===== src/pkg/iocd_pkg.sv =====
// package: command codes, configuration carriers and reset values for the iris config decoder
package iocd_pkg;

  // ---------------------------------------------------------------
  // command codes
  // ---------------------------------------------------------------
  localparam logic [3:0] CMD_IRIS_PRESET_SPEED = 4'h1;
  localparam logic [3:0] CMD_IRIS_SIGNAL_MOTOR = 4'h2;
  localparam logic [3:0] CMD_IRIS_PRESET_POS   = 4'h3;
  localparam logic [3:0] CMD_IRIS_SIGNAL_SERVO = 4'h4;
  localparam logic [3:0] CMD_IRIS_SPEED_MODE   = 4'h5;
  localparam logic [3:0] CMD_IRIS_POS_MODE     = 4'h6;
  localparam logic [3:0] CMD_ZOOM_POS_MODE     = 4'h7;
  localparam logic [3:0] CMD_FOCUS_POS_MODE    = 4'h8;
  localparam logic [3:0] CMD_ZOOM_PRESET_POS   = 4'h9;
  localparam logic [3:0] CMD_FOCUS_PRESET_POS  = 4'hA;
  localparam logic [3:0] CMD_ZOOM_SIGNAL_SERVO = 4'hB;
  localparam logic [3:0] CMD_FOCUS_SIGNAL_SERVO = 4'hC;
  localparam logic [3:0] CMD_SERVO_LENS_MACRO  = 4'hD;

  // ---------------------------------------------------------------
  // macro expansion
  // ---------------------------------------------------------------
  localparam int unsigned MACRO_STEPS   = 9;
  localparam logic [3:0]  MACRO_LAST    = 4'h8;

  // ---------------------------------------------------------------
  // per-axis configuration (zoom, focus, iris)
  // ---------------------------------------------------------------
  typedef struct packed {
    logic servo_signal;   // 1 servomotor output, 0 motor output
    logic speed_preset;   // 1 speed presets, 0 positional presets
    logic speed_mode;     // 1 speed lens mode, 0 positional lens mode
  } iocd_axis_cfg_t;

  typedef struct packed {
    iocd_axis_cfg_t zoom;
    iocd_axis_cfg_t focus;
    iocd_axis_cfg_t iris;
  } iocd_lens_cfg_t;

  localparam logic           RST_SERVO_SIGNAL = 1'b1;
  localparam logic           RST_SPEED_PRESET = 1'b0;
  localparam logic           RST_SPEED_MODE   = 1'b0;
  localparam iocd_axis_cfg_t RST_AXIS_CFG =
    '{servo_signal: RST_SERVO_SIGNAL, speed_preset: RST_SPEED_PRESET,
      speed_mode: RST_SPEED_MODE};

endpackage


===== src/design/iocd_macro_seq.sv =====
// servo lens macro sequencer: steps through the nine sub-commands one per clock
`timescale 1ns/100ps
module iocd_macro_seq (
  input  wire logic       mclk,       // 200 MHz clock
  input  wire logic       reset_n,    // async reset, active low
  input  wire logic       start,      // one-cycle start pulse
  output logic            busy,       // sequence running
  output logic            sub_valid,  // sub-command valid this cycle
  output logic [3:0]      sub_cmd     // sub-command code
);

  logic [3:0] step_q;
  logic       busy_q;

  // ---------------------------------------------------------------
  // step counter
  // ---------------------------------------------------------------
  always_ff @(posedge mclk or negedge reset_n)
  begin
    if (!reset_n)
    begin
      busy_q <= 1'b0;
      step_q <= 4'h0;
    end
    else if (!busy_q)
    begin
      busy_q <= start;
      step_q <= 4'h0;
    end
    else
    begin
      if (step_q == iocd_pkg::MACRO_LAST)
        busy_q <= 1'b0;
      step_q <= step_q + 4'h1;
    end
  end

  // ---------------------------------------------------------------
  // sub-command order: modes, presets, then signals
  // ---------------------------------------------------------------
  always_comb
  begin
    case (step_q)
      4'h0:    sub_cmd = iocd_pkg::CMD_ZOOM_POS_MODE;
      4'h1:    sub_cmd = iocd_pkg::CMD_FOCUS_POS_MODE;
      4'h2:    sub_cmd = iocd_pkg::CMD_IRIS_POS_MODE;
      4'h3:    sub_cmd = iocd_pkg::CMD_ZOOM_PRESET_POS;
      4'h4:    sub_cmd = iocd_pkg::CMD_FOCUS_PRESET_POS;
      4'h5:    sub_cmd = iocd_pkg::CMD_IRIS_PRESET_POS;
      4'h6:    sub_cmd = iocd_pkg::CMD_ZOOM_SIGNAL_SERVO;
      4'h7:    sub_cmd = iocd_pkg::CMD_FOCUS_SIGNAL_SERVO;
      4'h8:    sub_cmd = iocd_pkg::CMD_IRIS_SIGNAL_SERVO;
      default: sub_cmd = 4'h0;
    endcase
  end

  assign busy      = busy_q;
  assign sub_valid = busy_q;

endmodule


===== src/design/iocd_top.sv =====
// iris output configuration decoder: applies lens configuration commands
`timescale 1ns/100ps
// Function
// - speed-preset command makes iris presets recall as speed values
// - speed-preset needs servo signal config and selector in servo position
// - motor-signal command configures iris output as motor drive
// - positional-preset command recalls positional presets; positional is default
// - positional-preset applies only while servo signal config is in effect
// - servo-signal command configures iris output as servomotor output
// - speed-mode command sets iris mode to speed, only in servo mode
// - speed-mode command needs mode-select lines of lens connector wired
// - servo lens macro issues nine positional/servo sub-commands in one operation
// - positional-mode command sets iris mode positional (default), servo mode only
module iocd_top (
  input  wire logic                     mclk,            // 200 MHz clock
  input  wire logic                     reset_n,         // async reset, active low
  input  wire logic                     cmd_valid,       // command strobe, one cycle
  input  wire logic [3:0]               cmd_code,        // command code
  output logic                          cmd_ready,       // low while macro runs
  output logic                          cmd_rejected,    // pulse: command ignored
  input  wire logic                     iris_sel_servo,  // selector pin, 1 = servo position
  input  wire logic                     mode_lines_wired,// mode-select lines wired strap
  output iocd_pkg::iocd_lens_cfg_t      lens_cfg,        // full lens configuration
  output logic                          iris_servo_out,  // iris output is servomotor
  output logic                          iris_speed_preset// iris presets recall as speed
);

  // ---------------------------------------------------------------
  // pin synchronisers
  // ---------------------------------------------------------------
  logic sel_meta_q, sel_q, wired_meta_q, wired_q;

  always_ff @(posedge mclk or negedge reset_n)
  begin
    if (!reset_n)
    begin
      sel_meta_q   <= 1'b0;
      sel_q        <= 1'b0;
      wired_meta_q <= 1'b0;
      wired_q      <= 1'b0;
    end
    else
    begin
      sel_meta_q   <= iris_sel_servo;
      sel_q        <= sel_meta_q;
      wired_meta_q <= mode_lines_wired;
      wired_q      <= wired_meta_q;
    end
  end

  // ---------------------------------------------------------------
  // macro sequencer
  // ---------------------------------------------------------------
  logic       mac_busy, mac_valid;
  logic [3:0] mac_cmd;
  logic       ext_take;

  assign cmd_ready = !mac_busy;
  assign ext_take  = cmd_valid && !mac_busy;

  iocd_macro_seq u_macro (
    .mclk      (mclk),
    .reset_n   (reset_n),
    .start     (ext_take && (cmd_code == iocd_pkg::CMD_SERVO_LENS_MACRO)),
    .busy      (mac_busy),
    .sub_valid (mac_valid),
    .sub_cmd   (mac_cmd)
  );

  // ---------------------------------------------------------------
  // command select and acceptance
  // ---------------------------------------------------------------
  logic                     act_valid;
  logic [3:0]               act_cmd;
  logic                     accept;
  iocd_pkg::iocd_lens_cfg_t cfg_q, cfg_d;

  assign act_valid = mac_valid || ext_take;
  assign act_cmd   = mac_valid ? mac_cmd : cmd_code;

  always_comb
  begin
    cfg_d  = cfg_q;
    accept = 1'b1;
    case (act_cmd)
      iocd_pkg::CMD_IRIS_PRESET_SPEED:
      begin
        accept = cfg_q.iris.servo_signal && sel_q;
        if (accept)
          cfg_d.iris.speed_preset = 1'b1;
      end
      iocd_pkg::CMD_IRIS_PRESET_POS:
      begin
        accept = cfg_q.iris.servo_signal;
        if (accept)
          cfg_d.iris.speed_preset = 1'b0;
      end
      iocd_pkg::CMD_IRIS_SIGNAL_MOTOR:
        cfg_d.iris.servo_signal = 1'b0;
      iocd_pkg::CMD_IRIS_SIGNAL_SERVO:
        cfg_d.iris.servo_signal = 1'b1;
      iocd_pkg::CMD_IRIS_SPEED_MODE:
      begin
        accept = cfg_q.iris.servo_signal && wired_q;
        if (accept)
          cfg_d.iris.speed_mode = 1'b1;
      end
      iocd_pkg::CMD_IRIS_POS_MODE:
      begin
        accept = cfg_q.iris.servo_signal && wired_q;
        if (accept)
          cfg_d.iris.speed_mode = 1'b0;
      end
      iocd_pkg::CMD_ZOOM_POS_MODE:
      begin
        accept = cfg_q.zoom.servo_signal && wired_q;
        if (accept)
          cfg_d.zoom.speed_mode = 1'b0;
      end
      iocd_pkg::CMD_FOCUS_POS_MODE:
      begin
        accept = cfg_q.focus.servo_signal && wired_q;
        if (accept)
          cfg_d.focus.speed_mode = 1'b0;
      end
      iocd_pkg::CMD_ZOOM_PRESET_POS:
      begin
        accept = cfg_q.zoom.servo_signal;
        if (accept)
          cfg_d.zoom.speed_preset = 1'b0;
      end
      iocd_pkg::CMD_FOCUS_PRESET_POS:
      begin
        accept = cfg_q.focus.servo_signal;
        if (accept)
          cfg_d.focus.speed_preset = 1'b0;
      end
      iocd_pkg::CMD_ZOOM_SIGNAL_SERVO:
        cfg_d.zoom.servo_signal = 1'b1;
      iocd_pkg::CMD_FOCUS_SIGNAL_SERVO:
        cfg_d.focus.servo_signal = 1'b1;
      iocd_pkg::CMD_SERVO_LENS_MACRO:
        accept = 1'b1;
      default:
        accept = 1'b0;
    endcase
  end

  // ---------------------------------------------------------------
  // configuration state
  // ---------------------------------------------------------------
  always_ff @(posedge mclk or negedge reset_n)
  begin
    if (!reset_n)
    begin
      cfg_q.zoom  <= iocd_pkg::RST_AXIS_CFG;
      cfg_q.focus <= iocd_pkg::RST_AXIS_CFG;
      cfg_q.iris  <= iocd_pkg::RST_AXIS_CFG;
    end
    else if (act_valid)
      cfg_q <= cfg_d;
  end

  // ---------------------------------------------------------------
  // reject flag
  // ---------------------------------------------------------------
  logic rej_q;

  always_ff @(posedge mclk or negedge reset_n)
  begin
    if (!reset_n)
      rej_q <= 1'b0;
    else
      rej_q <= act_valid && !accept;
  end

  assign cmd_rejected      = rej_q;
  assign lens_cfg          = cfg_q;
  assign iris_servo_out    = cfg_q.iris.servo_signal;
  assign iris_speed_preset = cfg_q.iris.speed_preset;

endmodule


===== config.mk =====
export PLATFORM = sky130hd
export DESIGN_NAME = iocd_top
export DESIGN_NICKNAME = d
export VERILOG_FILES = /design/src/pkg/iocd_pkg.sv /design/src/design/iocd_macro_seq.sv /design/src/design/iocd_top.sv
export SDC_FILE = /design/constraint.sdc
export NUM_CORES = 1
export LEC_CHECK = 0
export BUFFER_PORTS_ARGS = -buffer_cell sky130_fd_sc_hd__buf_2
export CAP_MARGIN = 15
export CORE_MARGIN = 2
export CORE_UTILIZATION = 55
export CTS_BUF_LIST = sky130_fd_sc_hd__clkbuf_8
export DETAILED_ROUTE_END_ITERATION = 12
export GPL_TIMING_DRIVEN = 0
export PLACE_DENSITY = 0.9
export SETUP_SLACK_MARGIN = 0.02
export SLEW_MARGIN = 20
export SYNTH_ARGS = -nofsm -noshare
export SYNTH_HDL_FRONTEND = slang
export SYNTH_SLANG_ARGS = --single-unit

===== constraint.sdc =====
create_clock -name mclk -period 2.65 [get_ports mclk]
set_clock_uncertainty 0.15 [all_clocks]
set_input_delay 0.1325 -clock mclk [delete_from_list [all_inputs] [get_ports mclk]]
set_output_delay 0.1325 -clock mclk [all_outputs]
set_load 0.05 [all_outputs]

==> Word-level counts from Yosys, hierarchy flattened <==
Memories as Yosys holds them, arrays and structs flattened.
Index checks and enable logic that the tools add are counted.
{ "classes": {"n_addsub": 1, "eq_ne": 19, "n_reduce_logical": 17, "n_mux": 12} }
{ "ops": {"columns": ["cell", "count"], "rows": [
  ["4-bit == test (second input constant)", 8],
  ["4-bit by 3-bit == test with 1-bit output (second input constant)", 4],
  ["4-bit by 2-bit == test with 1-bit output (second input constant)", 2],
  ["4-bit two-way mux", 2],
  ["2-bit inequality test (second input constant)", 4],
  ["4-bit AND reduction", 2],
  ["7-bit OR reduction", 1],
  ["1-bit two-way mux", 6],
  ["1-bit one-hot mux with 2 select lines", 3],
  ["2-bit nonzero test", 3],
  ["1-bit logical AND", 5],
  ["1-bit one-hot mux with 5 select lines", 1],
  ["4-bit by 1-bit adder with 4-bit output (second input constant)", 1],
  ["4-bit by 1-bit == test with 1-bit output (second input constant)", 1],
  ["2-bit OR reduction", 2],
  ["1-bit logical NOT", 2],
  ["2-bit AND reduction", 1],
  ["1-bit logical OR", 1]
]} }
{ "totals": {"elab_cells": 60, "out_inout_bits": 13, "n_memories": 1, "mem_bits_ro": 64, "regBits": 13} }
{ "memory_table": {"columns": ["memory", "depth", "width", "rd", "rd_ports_with_merged_regs", "write_ports", "line_no", "source"], "rows": [
  ["(name not given)", 16, 4, 1, 0, 0, "iocd_macro_seq.sv:43", "case (step_q)"]
]} }

==> Depth between registers and ports, before layout <==
An unclocked memory read counts as a cell.
{ "logic_depth": {"depth_word": 7, "depth_mapped": 8} }

==> Modules after synthesis <==
Synthesis repeated with hierarchy kept, for this count alone.
{ "hier_totals": {"cells_unflattened": 86, "hier_area_um2": 898.4} }
{ "by_module_without_submodules": {"columns": ["module", "instances", "cells_each", "area_each_um2", "seq_area_each_um2"], "rows": [
  ["iocd_top", 1, 53, 560.5, 201.4],
  ["iocd_macro_seq", 1, 33, 337.8, 125.1]
]} }

==> Least setup slack after synthesis <==
OpenSTA, ideal clock, no wires.
{ "synth_timing": {"kind": "flip-flop to flip-flop", "start": "register u_macro.step_q[0]", "end": "register rej_q (netlist: cmd_rejected)", "period_less_slack_ns": 2.031, "n_path_buf": 0, "t_required_ns": 2.413, "arrival_ns": 1.794, "slack_ns": 0.619, "path_stages_with_launch": 8, "cell_sequence": "dfrtp_1 inv_1 ha_1 xnor2_1 a22oi_4 nand2b_1 a221o_1 a211oi_2"} }
{ "synth_between": {"elab_chain_len": 7, "elab_cells_between_ends": 21, "cone_classes": "eq/ne: 13; mux: 2; reduce/logical: 5; memory: 1"} }
{ "synth_lines": {"columns": ["element", "line_no", "source"], "rows": [
  ["start, declared", "iocd_macro_seq.sv:12", "logic [3:0] step_q;"],
  ["start signal, assigned", "iocd_macro_seq.sv:34", "step_q <= step_q + 4'h1;"],
  ["memory 16 x 4 bit (*)", null, null],
  ["4-bit two-way mux (*)", "iocd_top.sv:79", "assign act_cmd = mac_valid ? mac_cmd : cmd_code;"],
  ["4-bit == test, or another cell as far along", "iocd_top.sv:85", "case (act_cmd)"],
  ["7-bit OR reduction (no source line) / 2-bit OR reduction (equally long branches)", null, null],
  ["1-bit one-hot mux with 5 select lines (*)", "iocd_top.sv:85", null],
  ["1-bit logical NOT (*)", "iocd_top.sv:174", "rej_q <= act_valid && !accept;"],
  ["1-bit logical AND (*)", "iocd_top.sv:174", null],
  ["end signal, assigned", "iocd_top.sv:174", null],
  ["end, declared", "iocd_top.sv:167", "logic rej_q;"]
]} }
Mark *: on every way between the ends. The rest lies on a longest branch, timed or not.
A chain may end at the register's enable or synchronous reset.

==> Final worst setup path <==
Same ends and word-level chain as after synthesis.

==> results by stage <==
Outcome:
- The flow ran to the end, and the final reports show no timing, DRC or antenna violations.

Finish:
- The count of inserted antenna diode cells is 0.
- The area growth from synthesis to final layout is 20.0%.
- The post-route netlist has 38.3% of its cells at a drive strength greater than 1.
- The register with the most flip-flops in the final layout is u_macro.step_q.
- The register with the most flip-flops in the layout has 4 of them.
- At the end of the flow the core is filled with cells to 72.6%.
- The final net count is 135.
- In the layout the commonest cells are buf_2 (15), dfrtp_1 (12), nor2_1 (8), buf_4 (8), nand2_1 (7).
- The library cell used most frequently in the layout, excluding fill and tap cells, is buf_2.

Die:
- The chip width is 45.2 µm.
- The die is 45.2 µm tall.
- The area of the core is about 1500 µm².
- For this configuration, the core starts out at a cell density of between 60% and 70%.
- The die covers 2040 µm².
- The floorplan has 14 rows.
- For this design the top-level I/O count stands at 22.

Clocking:
- Post-CTS timing repair inserted 0 buffers for setup.
- CTS built an H-tree with a depth of 1.
- The clock sink count is 13.
- The clock tree from TritonCTS is built.
- The clock insertion delay at the later pin of the skew report is 250 ps.
- The number of clock buffers added by TritonCTS is 3.
- The root buffer cell chosen for the clock tree is clkbuf_8.
- In this run the deepest clock path goes through 2 buffers.
- After clock tree synthesis, the repair step resized 0 gates.
- The CTS clock-pin slew for the worst setup and hold paths is about 60 ps.

STA:
- Static timing analysis puts the maximum clock frequency at 0.450 GHz.
- The total count of hold-check failures in the final report was 0.
- Setup repair after global routing left no endpoint under its margin.
- The number of pins with negative max-slew slack in the final report is 0.
- For the finished layout, the period the worst path requires is 2220 ps.
- Setup total negative slack on the finished layout was measured at 0 ps.
- The final critical-path share of the clock period is between 80% and 90%.
- The setup-violating endpoint count in the final report is 0.

Routing:
- The routed design has approximately 1800 µm of wire.
- The DRC violations left is 0.
- The mean routed wirelength per cell is 12.9 µm.
- The DRC marker count from the first detailed-route iteration is 11.
- The detailed router placed 723 vias in this run.
- Once detail routing completed, the nets flagged for antenna violations numbered 0.
- After detailed routing, the number of vias per cell comes to 5.32.
- The number of detailed-route iterations in the first pass is 4.

GRT:
- The maximum number of pins on one net before global-route repair is 14.
- The number of global-route vias before repair is approximately 680.
- The global-route wire length before repair is ~2800 µm.
- Global routing consumed, on the met3 layer, 6.00% of the routing resources.
- The routing usage on met2 is 34.0%.
- The combined global-route utilization of all metal layers is 19.3%.
- For this run the aggregate overflow at the end of global routing stands at 0.
- Global routing used between 20 and 25% of the available met1 tracks.
- The number of antenna violations at the first check in global routing came to 0.
- In this run the most used layer during global routing was met2.

Placement:
- The wire-length estimate of the detail-placed layout is 1350 µm.
- The last weighted congestion value of the routability-driven placer is about 0.77.
- The number of input and output port buffers inserted is 15.

Synthesis:
- For this run, the number of Yosys warnings is 0.
- For this run, the register share of the synthesized area comes to 35.0%.
- The average footprint of a synthesized cell is slightly below 10 µm².
- The cell area that synthesis handed to floorplanning was 933 µm².
- Counting flops with an async set or reset pin after synthesis yields a share of 100%.
- In this run, synthesis produced a sequential element count of 13.
- The number of enable-type register cells in the synthesized netlist is 0.
- The synthesized netlist cell count is between 90 and 100.
- The commonest register cell after synthesis is dfrtp_1.
- Yosys mapped the design onto 39 distinct sky130hd cell types.

Power:
- The cell-internal power is 0.760 mW.
- The peak supply drop is 713 µV.
- Per report_power, the combinational group accounts for 67.4% of the total.
- Per report_power, the clock group accounts for 11.7% of the total.
- Total power for the finished layout comes to 1.53 mW.
- Summed over all cells, the static leakage comes to 0.533 nW.
- In this run the power spent charging and discharging nets is 0.769 mW.
- The share of total power dissipated in sequential elements is about a fifth.
- For this design the ratio of total power to cell area is 1370 nW/µm².
- In this run switching power makes up 50.3% of total power.

Setup path:
- The slowest stage of the critical path is the dfrtp_1 cell.
- In this design, the stage delay of the slowest critical-path cell is 420 ps.
- The worst setup path is of the reg2reg kind.
- STA puts the critical path data arrival time at 2240 ps.
- The worst setup path is launched from a register.
- STA puts the critical path data required time at between 2000 and 3000 ps.
- The worst setup path is captured at a register.
- The critical path goes through inv_1, ha_1, xnor2_1, a22oi_4, nand2_1, o21ai_2, a221o_1, a211oi_2.
- The largest fanout on the critical path is 10.

Job:
- The tool flagged a number of max-cap violations equal to 0.

Min path:
- The worst hold-check path type is in2reg.
-- layout make-up --
class | count | area (µm²)
tap | 16 | 20.0
inverter | 6 | 27.5
buffer | 10 | 82.6
clock inverter | 1 | 5.00
fill | 122 | 422
multi-input combinational | 69 | 512
clock buffer | 3 | 41.3
sequential | 13 | 327
timing repair buffer | 18 | 105
-- final timing paths --
path	start	to	slack, ps	depth (start not counted)
max in group asynchronous	reset_n	iris_servo_out	1940	2
setup / recovery	u_macro.step_q[0]	cmd_rejected	430	8
hold / removal	cmd_code[3]	u_macro.busy	30	3
setup reg to reg	u_macro.step_q[0]	cmd_rejected	430	8
min in group asynchronous	reset_n	u_macro.busy	140	2
hold reg to reg	wired_meta_q	wired_q	190	0
-- cells by family after synthesis --
kind of cell    after synthesis  synth area share (%)
simple gates                 30                  19.0
compound gates               22                  20.8
flops                        13                  35.0
buf+inv                      16                  11.8
fa+ha+maj                     5                  6.70
xor+xnor                      4                  3.75
mux                           2                  2.14
other cells                   2                 0.805
-- synth_stat cells, drive strengths merged (2+ instances only) --
library cell	number	share of area (%)
a211oi	2	2.7
a21oi	5	3.1
and2	2	1.7
buf	10	8.8
conb	2	0.80
dfrtp	12	32
ha	5	6.7
inv	6	2.9
mux2i	2	2.1
nand2	7	2.8
nand2b	3	2.8
nand3	2	1.1
nand4	2	1.3
nor2	8	3.2
nor2b	2	1.6
o21ai	6	3.6
o22ai	2	1.3
o32ai	2	3.9
xnor2	3	2.8
-- power by group through the flow --
stage                     registers (mW)  logic [mW]  clock network [mW]
after floorplan                    0.409       0.757                   0
after CTS                          0.320        1.03               0.181
after detailed placement           0.323        1.01                   0
final                              0.320        1.03               0.179
after global placement             0.318       0.974                   0
after global routing               0.330        1.10               0.189
-- layer usage --
metal / share of wire (%) / wire length [µm]
met5: 0 / 0
met4: 1.1 / 19
met3: 6.1 / 107
met2: 51 / 900
met1: 41 / 727
-- repair_timing --
item                                    in CTS  in global routing
hold buffers                                 3                  0
endpoints found under the hold margin       15                  0
endpoints found under the setup margin       0                  0
-- worst max-delay path: cells and delay by family (launching register included) --
| family | cells | cell delay, ps |
|---|---|---|
| and+or+nand+nor | 1 | 120 |
| AOI/OAI and AO/OA | 4 | 740 |
| adders and majority gates | 1 | 330 |
| DFF | 1 | 420 |
| buffers and inverters | 1 | 100 |
| xor gates and xnor gates | 1 | 290 |
-- metrics by stage --
stage          setup slack (ps)  hold WS (ps)  std cells  area [µm²]
2_1_floorplan               619          -313         98         948
3_3_place_gp                509          -125        129        1040
3_5_place_dp                429          -116        129        1040
4_1_cts                     421          37.1        136        1120
5_1_grt                     300          41.2        136        1120
6_report                    430          30.8        136        1120
No activity file was read; power rests on OpenSTA's default activity.
